<file path="config.mk">
export PLATFORM = sky130hd
export DESIGN_NAME = error_status_word_bank
export DESIGN_NICKNAME = d
export VERILOG_FILES = /design/src/core/error_status_word_bank.v
export VERILOG_INCLUDE_DIRS = /design/src /design/src/common
export SDC_FILE = /design/constraint.sdc
export NUM_CORES = 1
export LEC_CHECK = 0
export BUFFER_PORTS_ARGS = -buffer_cell sky130_fd_sc_hd__buf_2
export CAP_MARGIN = 10
export CORE_MARGIN = 4
export CORE_UTILIZATION = 47
export DETAILED_ROUTE_END_ITERATION = 16
export PLACE_DENSITY = 0.67
export SLEW_MARGIN = 10
export SYNTH_ARGS = -nofsm -noshare
export SYNTH_HDL_FRONTEND = slang
export SYNTH_SLANG_ARGS = --single-unit
</file>
<file path="constraint.sdc">
create_clock -name mclk_i -period 4.3 [get_ports mclk_i]
set_input_delay 1.075 -clock mclk_i [delete_from_list [all_inputs] [get_ports mclk_i]]
set_output_delay 1.075 -clock mclk_i [all_outputs]
set_load 0.005 [all_outputs]
</file>
<file path="src/common/error_status_word_bank_map.vh">
// Word offsets, field positions, fixed values and codes of the error status word bank.
`ifndef ERROR_STATUS_WORD_BANK_MAP_VH
`define ERROR_STATUS_WORD_BANK_MAP_VH

// ****************************************
// Word offsets
// ****************************************
`define OFS_FAULT_SUMMARY 9'h191
`define OFS_ALARM_SUMMARY 9'h192
`define OFS_MEMORY_FAULT_FLAGS 9'h193
`define OFS_BUS_ERROR_LOCATION 9'h194
`define OFS_SETUP_ERROR_ADDRESS 9'h196
`define OFS_POINT_OVERFLOW_INFO 9'h197
`define OFS_BUS_UNIT_DUPLICATE_MAP 9'h19A
`define OFS_SPECIAL_UNIT_DUPLICATE_MAP 9'h19B
`define OFS_BUS_UNIT_ERROR_MAP 9'h1A1
`define OFS_SPECIAL_UNIT_ERROR_MAP 9'h1A2
`define OFS_IO_AREA_IDENTIFIER 9'h1C2
`define OFS_WORK_AREA_IDENTIFIER 9'h1C3
`define OFS_HOLDING_AREA_IDENTIFIER 9'h1C4
`define OFS_INDEX_AREA_IDENTIFIER 9'h1CB
`define OFS_DATA_AREA_IDENTIFIER 9'h1CC
`define OFS_CAPTURE_CONTROL 9'h1D0
`define SPECIAL_MAP_WORDS 9'h006

// ****************************************
// Bit positions
// ****************************************
`define BIT_DUPLICATION_SUMMARY 13
`define BIT_NONFATAL_USER_ALARM 15
`define BIT_BUS_UNIT_ERROR_SUMMARY 7
`define BIT_SPECIAL_UNIT_ERROR_SUMMARY 6
`define BIT_USER_PROGRAM_MEMORY 0
`define BIT_SETUP_PARAMETER 4
`define BIT_FLASH_DAMAGED 10
`define BIT_CALIBRATION_INVALID 13
`define BIT_BACKUP_CHECKSUM 14
`define BIT_CAPTURE_ENABLE 0

// ****************************************
// Fixed values and codes
// ****************************************
`define ID_GENERAL_IO_AREA 16'h00B0
`define ID_WORK_AREA 16'h00B1
`define ID_RETAINED_AREA 16'h00B2
`define ID_INDEX_AREA 16'h00DC
`define ID_DATA_MEMORY_AREA 16'h0082
`define LOC_COVER_MISSING 8'h0E
`define LOC_UNKNOWN 8'h0F
`define LOC_SLOT_LAST 8'h09
`define LOC_RACK_LAST 8'h01
`define CAUSE_IO_POINTS 3'h1
`define CAUSE_INTERRUPT_INPUTS 3'h2
`define CAUSE_EXPANSION_RACKS 3'h3
`define INTERRUPT_INPUT_LIMIT 13'h0020
`define SPECIAL_UNIT_FIRST_LEGAL 7'h0A
`define SPECIAL_UNIT_COUNT 7'h60
`define CAPTURE_RESET 1'b1

`endif

</file>
<file path="src/core/error_status_word_bank.v">
// Error status word bank: latches detected faults and exposes them as read-only words.
`include "error_status_word_bank_map.vh"

module error_status_word_bank #(
    parameter MAX_IO_POINTS = 13'd640,
    parameter MAX_EXP_RACKS = 13'd1
) (
    // Clock and reset
    input wire mclk_i,
    input wire reset_i,
    // Register port
    input wire [8:0] reg_addr_i,
    input wire [15:0] reg_wdata_i,
    input wire reg_wr_i,
    input wire reg_rd_i,
    output reg [15:0] reg_rdata_o,
    // Non-fatal user alarm
    input wire nonfatal_user_alarm_set_i,
    input wire nonfatal_user_alarm_clr_i,
    // Memory faults: um, setup, flash damaged, calibration, checksum
    input wire [4:0] mem_fault_set_i,
    input wire [4:0] mem_fault_clr_i,
    // Setup parameter error location
    input wire [15:0] setup_err_addr_i,
    // Bus error location
    input wire bus_err_valid_i,
    input wire [7:0] bus_err_slot_i,
    input wire [7:0] bus_err_rack_i,
    input wire bus_err_cover_missing_i,
    input wire bus_err_unknown_i,
    input wire bus_err_clr_i,
    // Configuration check for too many points
    input wire cfg_check_i,
    input wire [12:0] cfg_io_points_i,
    input wire [12:0] cfg_int_inputs_i,
    input wire [12:0] cfg_exp_racks_i,
    input wire overflow_clr_i,
    // Unit number duplication
    input wire bus_dup_valid_i,
    input wire [3:0] bus_dup_unit_i,
    input wire spec_assign_valid_i,
    input wire [6:0] spec_assign_unit_i,
    input wire spec_assign_dup_i,
    input wire dup_clr_i,
    // Data exchange errors
    input wire bus_xfer_err_i,
    input wire [3:0] bus_xfer_unit_i,
    input wire spec_xfer_err_i,
    input wire [6:0] spec_xfer_unit_i,
    input wire xfer_clr_i,
    // Status
    output wire capture_enable_o
);

    // ****************************************
    // Capture control
    // ****************************************
    // Software may freeze capture so a fault picture stays steady while it is read.
    reg capture_reg;
    wire capture_next;

    assign capture_next = (reg_wr_i && reg_addr_i == `OFS_CAPTURE_CONTROL) ?
        reg_wdata_i[`BIT_CAPTURE_ENABLE] : capture_reg;
    assign capture_enable_o = capture_reg;

    always @(posedge mclk_i) begin
        if (reset_i) begin
            capture_reg <= `CAPTURE_RESET;
        end else begin
            capture_reg <= capture_next;
        end
    end

    // ****************************************
    // Non-fatal user alarm
    // ****************************************
    reg alarm_reg;
    wire alarm_next;

    // Set wins over clear so an alarm in the clearing cycle is kept.
    assign alarm_next = (capture_reg && nonfatal_user_alarm_set_i) ? 1'b1 :
        (nonfatal_user_alarm_clr_i ? 1'b0 : alarm_reg);

    always @(posedge mclk_i) begin
        if (reset_i) begin
            alarm_reg <= 1'b0;
        end else begin
            alarm_reg <= alarm_next;
        end
    end

    // ****************************************
    // Memory fault flags
    // ****************************************
    reg [4:0] mem_fault_reg;
    wire [4:0] mem_fault_next;
    wire [15:0] mem_fault_word;

    genvar g;
    generate
        for (g = 0; g < 5; g = g + 1) begin : mem_bits
            assign mem_fault_next[g] = (capture_reg && mem_fault_set_i[g]) ? 1'b1 :
                (mem_fault_clr_i[g] ? 1'b0 : mem_fault_reg[g]);
        end
    endgenerate

    always @(posedge mclk_i) begin
        if (reset_i) begin
            mem_fault_reg <= 5'h00;
        end else begin
            mem_fault_reg <= mem_fault_next;
        end
    end

    assign mem_fault_word = (16'h0001 << `BIT_USER_PROGRAM_MEMORY) &
        {16{mem_fault_reg[0]}} |
        (16'h0001 << `BIT_SETUP_PARAMETER) & {16{mem_fault_reg[1]}} |
        (16'h0001 << `BIT_FLASH_DAMAGED) & {16{mem_fault_reg[2]}} |
        (16'h0001 << `BIT_CALIBRATION_INVALID) & {16{mem_fault_reg[3]}} |
        (16'h0001 << `BIT_BACKUP_CHECKSUM) & {16{mem_fault_reg[4]}};

    // ****************************************
    // Setup error location
    // ****************************************
    reg [15:0] setup_addr_reg;
    wire [15:0] setup_addr_next;

    assign setup_addr_next = (capture_reg && mem_fault_set_i[1]) ? setup_err_addr_i :
        (mem_fault_clr_i[1] ? 16'h0000 : setup_addr_reg);

    always @(posedge mclk_i) begin
        if (reset_i) begin
            setup_addr_reg <= 16'h0000;
        end else begin
            setup_addr_reg <= setup_addr_next;
        end
    end

    // ****************************************
    // Bus error location
    // ****************************************
    reg [7:0] slot_reg;
    reg [7:0] rack_reg;
    reg [7:0] slot_code;
    reg [7:0] rack_code;

    // A cover fault outranks an unknown location; out-of-range numbers read as unknown.
    always @* begin
        if (bus_err_cover_missing_i) begin
            slot_code = `LOC_COVER_MISSING;
            rack_code = `LOC_COVER_MISSING;
        end else if (bus_err_unknown_i) begin
            slot_code = `LOC_UNKNOWN;
            rack_code = `LOC_UNKNOWN;
        end else begin
            slot_code = (bus_err_slot_i > `LOC_SLOT_LAST) ? `LOC_UNKNOWN : bus_err_slot_i;
            rack_code = (bus_err_rack_i > `LOC_RACK_LAST) ? `LOC_UNKNOWN : bus_err_rack_i;
        end
    end

    always @(posedge mclk_i) begin
        if (reset_i) begin
            slot_reg <= 8'h00;
            rack_reg <= 8'h00;
        end else if (capture_reg && bus_err_valid_i) begin
            slot_reg <= slot_code;
            rack_reg <= rack_code;
        end else if (bus_err_clr_i) begin
            slot_reg <= 8'h00;
            rack_reg <= 8'h00;
        end
    end

    // ****************************************
    // Too many points
    // ****************************************
    reg [2:0] cause_reg;
    reg [12:0] detail_reg;
    reg [2:0] cause_next;
    reg [12:0] detail_next;
    wire [12:0] max_points;
    wire [12:0] max_racks;

    assign max_points = MAX_IO_POINTS;
    assign max_racks = MAX_EXP_RACKS;

    // When several limits are broken at once the point total is reported first.
    always @* begin
        cause_next = cause_reg;
        detail_next = detail_reg;
        if (capture_reg && cfg_check_i && cfg_io_points_i > max_points) begin
            cause_next = `CAUSE_IO_POINTS;
            detail_next = cfg_io_points_i;
        end else if (capture_reg && cfg_check_i &&
                     cfg_int_inputs_i > `INTERRUPT_INPUT_LIMIT) begin
            cause_next = `CAUSE_INTERRUPT_INPUTS;
            detail_next = cfg_int_inputs_i;
        end else if (capture_reg && cfg_check_i && cfg_exp_racks_i > max_racks) begin
            cause_next = `CAUSE_EXPANSION_RACKS;
            detail_next = cfg_exp_racks_i;
        end else if (overflow_clr_i) begin
            cause_next = 3'h0;
            detail_next = 13'h0000;
        end
    end

    always @(posedge mclk_i) begin
        if (reset_i) begin
            cause_reg <= 3'h0;
            detail_reg <= 13'h0000;
        end else begin
            cause_reg <= cause_next;
            detail_reg <= detail_next;
        end
    end

    // ****************************************
    // Unit duplication maps
    // ****************************************
    reg [15:0] bus_dup_reg;
    reg [95:0] spec_dup_reg;
    wire [15:0] bus_dup_set;
    wire [95:0] spec_dup_set;
    wire spec_dup_hit;

    assign bus_dup_set = (capture_reg && bus_dup_valid_i) ?
        (16'h0001 << bus_dup_unit_i) : 16'h0000;
    assign spec_dup_hit = capture_reg && spec_assign_valid_i &&
        spec_assign_unit_i < `SPECIAL_UNIT_COUNT &&
        (spec_assign_dup_i || spec_assign_unit_i < `SPECIAL_UNIT_FIRST_LEGAL);
    assign spec_dup_set = spec_dup_hit ?
        ({{95{1'b0}}, 1'b1} << spec_assign_unit_i) : {96{1'b0}};

    always @(posedge mclk_i) begin
        if (reset_i) begin
            bus_dup_reg <= 16'h0000;
            spec_dup_reg <= {96{1'b0}};
        end else if (dup_clr_i) begin
            bus_dup_reg <= bus_dup_set;
            spec_dup_reg <= spec_dup_set;
        end else begin
            bus_dup_reg <= bus_dup_reg | bus_dup_set;
            spec_dup_reg <= spec_dup_reg | spec_dup_set;
        end
    end

    // ****************************************
    // Data exchange error maps
    // ****************************************
    reg [15:0] bus_xfer_reg;
    reg [95:0] spec_xfer_reg;
    wire [15:0] bus_xfer_set;
    wire [95:0] spec_xfer_set;

    assign bus_xfer_set = (capture_reg && bus_xfer_err_i) ?
        (16'h0001 << bus_xfer_unit_i) : 16'h0000;
    // Unit numbers beyond the map are dropped rather than aliased onto a real unit.
    assign spec_xfer_set = (capture_reg && spec_xfer_err_i &&
        spec_xfer_unit_i < `SPECIAL_UNIT_COUNT) ?
        ({{95{1'b0}}, 1'b1} << spec_xfer_unit_i) : {96{1'b0}};

    always @(posedge mclk_i) begin
        if (reset_i) begin
            bus_xfer_reg <= 16'h0000;
            spec_xfer_reg <= {96{1'b0}};
        end else if (xfer_clr_i) begin
            bus_xfer_reg <= bus_xfer_set;
            spec_xfer_reg <= spec_xfer_set;
        end else begin
            bus_xfer_reg <= bus_xfer_reg | bus_xfer_set;
            spec_xfer_reg <= spec_xfer_reg | spec_xfer_set;
        end
    end

    // ****************************************
    // Summary words
    // ****************************************
    // Summaries are derived from the maps so they can never disagree with them.
    wire dup_summary;
    wire bus_xfer_summary;
    wire spec_xfer_summary;
    wire [15:0] fault_summary_word;
    wire [15:0] alarm_summary_word;

    assign dup_summary = |{bus_dup_reg, spec_dup_reg};
    assign bus_xfer_summary = |bus_xfer_reg;
    assign spec_xfer_summary = |spec_xfer_reg;
    assign fault_summary_word = (16'h0001 << `BIT_DUPLICATION_SUMMARY) & {16{dup_summary}};
    assign alarm_summary_word =
        (16'h0001 << `BIT_NONFATAL_USER_ALARM) & {16{alarm_reg}} |
        (16'h0001 << `BIT_BUS_UNIT_ERROR_SUMMARY) & {16{bus_xfer_summary}} |
        (16'h0001 << `BIT_SPECIAL_UNIT_ERROR_SUMMARY) & {16{spec_xfer_summary}};

    // ****************************************
    // Read path
    // ****************************************
    reg [15:0] read_word;
    wire [8:0] spec_dup_idx;
    wire [8:0] spec_xfer_idx;

    assign spec_dup_idx = reg_addr_i - `OFS_SPECIAL_UNIT_DUPLICATE_MAP;
    assign spec_xfer_idx = reg_addr_i - `OFS_SPECIAL_UNIT_ERROR_MAP;

    // Writes to any word but capture control are ignored, keeping status read-only.
    always @* begin
        read_word = 16'h0000;
        if (spec_dup_idx < `SPECIAL_MAP_WORDS) begin
            read_word = spec_dup_reg[{spec_dup_idx[2:0], 4'h0} +: 16];
        end else if (spec_xfer_idx < `SPECIAL_MAP_WORDS) begin
            read_word = spec_xfer_reg[{spec_xfer_idx[2:0], 4'h0} +: 16];
        end else begin
            case (reg_addr_i)
                `OFS_FAULT_SUMMARY: begin
                    read_word = fault_summary_word;
                end
                `OFS_ALARM_SUMMARY: begin
                    read_word = alarm_summary_word;
                end
                `OFS_MEMORY_FAULT_FLAGS: begin
                    read_word = mem_fault_word;
                end
                `OFS_BUS_ERROR_LOCATION: begin
                    read_word = {rack_reg, slot_reg};
                end
                `OFS_SETUP_ERROR_ADDRESS: begin
                    read_word = setup_addr_reg;
                end
                `OFS_POINT_OVERFLOW_INFO: begin
                    read_word = {cause_reg, detail_reg};
                end
                `OFS_BUS_UNIT_DUPLICATE_MAP: begin
                    read_word = bus_dup_reg;
                end
                `OFS_BUS_UNIT_ERROR_MAP: begin
                    read_word = bus_xfer_reg;
                end
                `OFS_IO_AREA_IDENTIFIER: begin
                    read_word = `ID_GENERAL_IO_AREA;
                end
                `OFS_WORK_AREA_IDENTIFIER: begin
                    read_word = `ID_WORK_AREA;
                end
                `OFS_HOLDING_AREA_IDENTIFIER: begin
                    read_word = `ID_RETAINED_AREA;
                end
                `OFS_INDEX_AREA_IDENTIFIER: begin
                    read_word = `ID_INDEX_AREA;
                end
                `OFS_DATA_AREA_IDENTIFIER: begin
                    read_word = `ID_DATA_MEMORY_AREA;
                end
                `OFS_CAPTURE_CONTROL: begin
                    read_word = {15'h0000, capture_reg};
                end
                default: begin
                    read_word = 16'h0000;
                end
            endcase
        end
    end

    // Read data stand only in the cycle after the strobe and are zero otherwise.
    always @(posedge mclk_i) begin
        if (reset_i) begin
            reg_rdata_o <= 16'h0000;
        end else if (reg_rd_i) begin
            reg_rdata_o <= read_word;
        end else begin
            reg_rdata_o <= 16'h0000;
        end
    end

endmodule

</file>
==> impl_metrics.ini, run 1 <==
[synth]
synth_cell_types = 72
synth-edff-count = 0
synth_seq_cells = 294
async_flop_share_pct = 0
synth_ff_type = dfxtp_1
synth.cell_area_um2 = 13750
ys_warn_count = 0
netlist_instances = 1551
avgSynthCellArea_um2 = 8.863
ys_seq_area_share_pct = 42.81
syn_nets = 1705

[floorplan]
dieHeight_um = 179.0
core.rowCount = 62
die-width_um = 179.0
core_um2 = 28780
io_pins = 164
initial_core_util_pct = 47.77
dieArea_um2 = 32050

[timing]
min_period_over_period_pct = 72.27
clock_skew_ps = 17.11
rsz0062_at_grt = false
maxSlewViolCount = 0
fin_crit_ps = 3108
finalSetupTns_ps = 0
max_freq_ghz = 0.3218
worst_pin_slew_ps = 1034
hold_viol_final = 0
setup_viol = 0
relSlewSlack_pct = 30.57

[finish]
fin_util_pct = 55.05
seqCellArea_um2 = 5886
final_nets = 1788
antenna_cells = 0
syn2layout_area_growth_pct = 15.25
multiInputGateArea_um2 = 7338
fillers = 2636
drive_above_1_share_pct = 18.42

[critical_path]
cp_max_fo = 31
critPathKind = in -> reg
slowest_delay_ps = 440
reg2reg_depth = 7
worst_ep_required_time_ps = 4710
start_kind = primary input
critPathArrivalTime_ps = 3520
r2r_start = capture_enable_o
path_cells = buf_2 > inv_1 > ha_1 > or2_2 > o31ai_1 > nand4_1 > buf_4 > a221oi_1 > a41oi_1 > o21a_1
slowest_stage = a221oi_1
crit_start = reg_addr_i[2]
reg2reg_slack_ps = 1660
worstReg2RegEnd = detail_reg[8]
cp-end-kind = flip-flop

[power]
irDropWorstVdd_mv = 0.3146
power_density_nw_per_um2 = 391.2
leakagePower_uw = 0.005801

[global_routing]
grt_pass1_wl_um = 70860
antenna_found_initial = 0
grt_max_degree = 164
grt_pass1_vias = 12130
grt_usage_pct = 27.92
grt_overflow = 0

[route]
first_pass_iters = 8
antenna_left = 0
via_per_inst = 6.508
wl_per_cell_um = 22.75
wirelength_um = 46400
num_vias = 13280
drt-initial-drc-count = 1696
remaining_drc_errors = 0

[run]
cap_viol_max_count = 0

[clocking]
cts_resized = 0
root_buffer = clkbuf_16
cts_max_level = 2
clk_latency_ps = 520
clk_pin_slew_worst_paths_ps = 60
clock_sinks = 294
clockBufferDepth = 3
postCtsSetupBuffers = 0
numCtsBuffers = 34
cts_tree = built
hold_buffers = 0

[outcome]
run_status = complete, no violations

[hold_path]
min_from = rack_reg[6]
holdPathStages = 1
min_path_type = reg -> reg
hold_path_end = rack_reg[6]

[placed_design]
port_buffers = 148
dp_hpwl_um = 32320
place.gp.congestion = 0.9395
-- cells by family after synthesis --
logic type	Yosys count	share of synthesized area, %
AO/OA/AOI/OAI	432	23.10
buffers and inverters	140	4.032
flip-flops	294	42.81
AND/OR/NAND/NOR	605	21.04
multiplexers	70	8.182
XOR/XNOR	3	0.1912
adder cells (fa/ha/maj)	7	0.6371
-- placed cells by master (no fill, tap or decap), types with 9 or more instances in the layout --
cell / count
nand3_1: 10
mux2_2: 19
mux4_2: 32
nor3_1: 23
nor4_1: 64
a21oi_1: 66
mux2i_1: 19
nand3b_1: 20
buf_4: 28
clkbuf_8: 10
nor2b_1: 9
inv_1: 9
buf_2: 146
dfxtp_1: 294
o31ai_1: 14
o21ai_0: 15
a22oi_1: 233
a221oi_1: 22
nand2b_1: 18
nand4_1: 21
nor2_1: 307
nand2_1: 75
a32oi_1: 14
and2_1: 12
clkbuf_16: 34
-- area by class of cell --
type	instances	share of cell area, %
tap	384	3.032
sequential	294	37.15
timing repair buffer	176	6.152
inverter	11	0.2606
multi-input combinational	1117	46.32
clock buffer	48	6.270
clock inverter	10	0.8213
-- cells in the mapped netlist, types with 5 or more instances --
cell type / n / area share, %
o21ai_0: 15 / 0.55
a211oi_1: 7 / 0.38
buf_1: 10 / 0.27
a211o_1: 7 / 0.45
dfxtp_1: 294 / 43
o31ai_1: 14 / 0.76
nor3b_1: 7 / 0.38
mux2i_1: 19 / 1.4
ha_1: 7 / 0.64
mux2_2: 19 / 1.6
and3_1: 5 / 0.23
a21oi_1: 66 / 2.4
nand2b_1: 18 / 0.82
and2_1: 12 / 0.55
a221o_1: 6 / 0.44
nor2_1: 308 / 8.4
nand2_1: 75 / 2.0
a221oi_1: 22 / 1.4
mux4_2: 32 / 5.2
nor3_1: 24 / 0.87
a32o_1: 5 / 0.36
nor2b_1: 9 / 0.41
a32oi_1: 14 / 0.89
nand3_1: 10 / 0.36
nor4_1: 65 / 3.0
clkbuf_1: 103 / 2.8
nand4_1: 21 / 0.96
inv_1: 11 / 0.30
a22oi_1: 233 / 13
nand3b_1: 20 / 1.1
a31oi_1: 5 / 0.23
buf_2: 13 / 0.47
-- critical path, delay by kind of cell --
family	cells	cell delay (ps)
adders and majority gates	1	250
AOI/OAI and AO/OA	4	1010
buffers and inverters	3	740
and+or+nand+nor	2	420
-- power by group --
group / leakage, uW / internal [uW] / total, uW / switching, uW
clock: 0.000543 / 1740 / 2910 / 1170
combinational: 0.00288 / 163 / 496 / 333
sequential: 0.00238 / 2760 / 2800 / 36.2
-- per-stage QoR --
step | cell area, um2 | instances | total power, uW | hold slack, ps | worst slack, ps
final | 15840 | 2040 | 6199 | 458.2 | 1192
after global routing | 15840 | 2040 | 6375 | 487.5 | 1055
after CTS | 15840 | 2040 | 6212 | 463.2 | 1260
after detailed placement | 14720 | 1982 | 3338 | 442.5 | 735.6
after global placement | 14720 | 1982 | 3332 | 442.9 | 746.1
after floorplan | 13750 | 1551 | 3139 | 428.6 | 812.4
-- routing by layer --
layer / track usage [%] / vias up / routed length, um
met1: 40.94 / 6444 / 19750
met4: 6.460 / 0 / 1099
met2: 43.67 / 728 / 21430
li1: - / 6019 / -
met3: 4.028 / 85 / 4129
met5: 0 / - / 0
-- worst max-delay path by stage --
stage,endpoint,slack [ps],cells past startpoint
5_1_grt,reg_rdata_o[15],1050,8
4_1_cts,reg_rdata_o[4],1260,11
2_1_floorplan,reg_rdata_o[7],810,11
3_3_place_gp,reg_rdata_o[14],750,10
3_5_place_dp,reg_rdata_o[4],740,11
6_report,reg_rdata_o[7],1190,10
Note: power is estimated with default switching activity, not from simulation.
==> inputs of run 2 (changes only) <==
ABC_AREA = 1   (was not set)
PLACE_DENSITY = 0.69   (was 0.67)
clock period = 2.6 ns   (was 4.3 ns; I/O delays follow)
==> run 2 against run 1 <==
Clock skew up 2.3 ps. Power is 75% higher. Register-to-register slack got worse by 950 ps. Sequential cell count is the same. Clock power rose by 77%. Via count grew 24%. Global-route usage about the same. Critical path type unchanged. Largest power group unchanged.
==> impl_metrics.ini, run 2 <==
[power]
leakagePower_uw = 0.007429
irDropWorstVdd_mv = 0.4626
fin_total_pwr_uw = 10830
power_density_nw_per_um2 = 599.4

[global_routing]
grt_usage_pct = 27.89
grt_max_degree = 174
grt_pass1_vias = 15300
antenna_found_initial = 1
grt_pass1_wl_um = 81560
grt_overflow = 0

[hold_path]
min_path_type = in -> reg
holdPathStages = 4

[route]
met1_length_um = 22930
remaining_drc_errors = 0
drt-initial-drc-count = 1503
antenna_left = 0
via_per_inst = 5.443
wirelength_um = 51770
top_layer_used = met5
wl_met2_um = 23490
wl_per_cell_um = 17.09
num_vias = 16490
wl_met3_um = 3733
first_pass_iters = 5

[finish]
design_area_um2 = 18060
layout_common_cells = nand2_1 (606), nor2_1 (401), a21oi_1 (300)
syn2layout_area_growth_pct = 17.34
drive_above_1_share_pct = 12.64
final_common_cell = nand2_1
antenna_cells = 0
final_nets = 2718

[timing]
hold_ws_ps = 384.2
setup_viol = 0
fin_crit_ps = 2146
relSlewSlack_pct = 46.32
clock_skew_ps = 19.44
worst_pin_slew_ps = 805.1
hold_viol_final = 0
max_freq_ghz = 0.4660
min_period_over_period_pct = 82.54
fin_ws_ps = 454.0
rsz0062_at_grt = false
maxSlewViolCount = 0
finalSetupTns_ps = 0

[floorplan]
core_um2 = 32450
dieHeight_um = 189.0
initial_core_util_pct = 47.42
core.rowCount = 66
dieArea_um2 = 35710
die-width_um = 189.0
io_pins = 164

[clocking]
postCtsSetupBuffers = 0
numCtsBuffers = 35
cts_max_level = 2
cts_tree = built
hold_buffers = 0
clockBufferDepth = 3
clk_latency_ps = 510
clk_pin_slew_worst_paths_ps = 50
cts_resized = 0
root_buffer = clkbuf_16
clock_sinks = 294

[placed_design]
port_buffers = 148
placed_area_um2 = 16850
dp_hpwl_um = 37190
place.gp.congestion = 0.9708
place_ws_ps = -10.81

[synth]
yosysMostFrequentCell = nand2_1
synth_top_family_by_area = simple AND/OR/NAND/NOR gates
synthTopCellsByArea = dfxtp_1 (38%), nand2_1 (15%), nor2_1 (9.8%)
async_flop_share_pct = 0
ys_warn_count = 0
synth_seq_cells = 294
synth_compound_area_share_pct = 18.06
netlist_instances = 2430
synth_ff_type = dfxtp_1
syn_nets = 2584
avgSynthCellArea_um2 = 6.334
synth-edff-count = 0
synth_area_leader_cell = dfxtp_1
synth.cell_area_um2 = 15390
ys_seq_area_share_pct = 38.24
synth-xor-area-share_pct = 0.1138
synth_cell_types = 46
synth_top_cell_area_share_pct = 38.24
synth_common_cells = nand2_1 (606), nor2_1 (401), a21oi_1 (300), dfxtp_1 (294), inv_1 (205)
yosys.area_share.adder_pct = 0.5691
synthMuxAreaShare_pct = 0.9105
yosys.area_share.simple_pct = 32.98

[critical_path]
reg2reg_slack_ps = 710
crit_cells = 14
worst_ep_required_time_ps = 3000
slowest_delay_ps = 370
reg2reg_depth = 8
cp_max_fo = 4
slowest_stage = nor3_1
critPathArrivalTime_ps = 2550
cp_num_buf_inv = 4
path_cells = buf_2 > buf_4 > ha_1 > nand2_1 > nor2_1 > nand2_1 > inv_1 > nand2_1 > nand2_1 > nor3_1 > buf_4 > nor2_1 > nor2_1 > nor2_1
critPathKind = in -> reg
cp-end-kind = flip-flop
crit_family = simple AND/OR/NAND/NOR gates
start_kind = primary input

[outcome]
run_status = complete, no violations

[run]
cap_viol_max_count = 0
run 2: changes by cell type after synthesis, moves of 19 or more:
cell | previous run | this run
a221oi_1 | 22 | 0
o21ai_0 | 15 | 124
a21oi_1 | 66 | 300
nand3_1 | 10 | 129
nor2_1 | 308 | 401
mux2_2 | 19 | 0
a22oi_1 | 233 | 26
nand3b_1 | 20 | 1
nor4_1 | 65 | 4
o21ai_1 | 0 | 21
inv_1 | 11 | 205
mux4_2 | 32 | 0
nand2_1 | 75 | 606
run 2: final timing paths:
check	endpoint	start
setup / recovery	reg_rdata_o[12]	reg_addr_i[1]
hold / removal	mem_fault_reg[3]	mem_fault_clr_i[3]
setup reg to reg	rack_reg[7]	capture_enable_o
hold reg to reg	slot_reg[4]	slot_reg[4]
run 2: kinds of logic after synthesis:
family / count (synthesis)
mux: 14
xor+xnor: 2
fa+ha+maj: 7
simple gates: 1240
compound gates: 519
flops: 294
buf+inv: 354
run 2: cell type report:
class | count | area [um2]
inverter | 220 | 825.8
tap | 442 | 553.0
sequential | 294 | 5886
clock buffer | 49 | 1051
multi-input combinational | 1782 | 8102
clock inverter | 11 | 157.7
timing repair buffer | 231 | 1485
fill | 3201 | 14390
run 2: tightest hold or removal path: stages:
cell,delay (ps)
buf_2,80
inv_1,30
nand2_1,40
a21oi_1,50
run 2: where the power goes:
part	switching [uW]	internal [uW]	total (uW)
Clock	1940	3200	5140
Combinational	743	337	1080
Sequential	37.0	4570	4600
Total	2720	8110	10800
run 2: per-layer routing:
metal / GRT usage [%] / up-vias
met2: 44.93 / 643
met1: 38.71 / 7606
met5: 0 / -
li1: - / 8143
met4: 8.941 / 2
met3: 4.130 / 92
run 2: through the flow:
step / cells / util (%)
after CTS: 3029 / 55.65
final: 3029 / 55.65
after global placement: 2969 / 51.92
after global routing: 3029 / 55.65
after detailed placement: 2969 / 51.92
after floorplan: 2430 / -
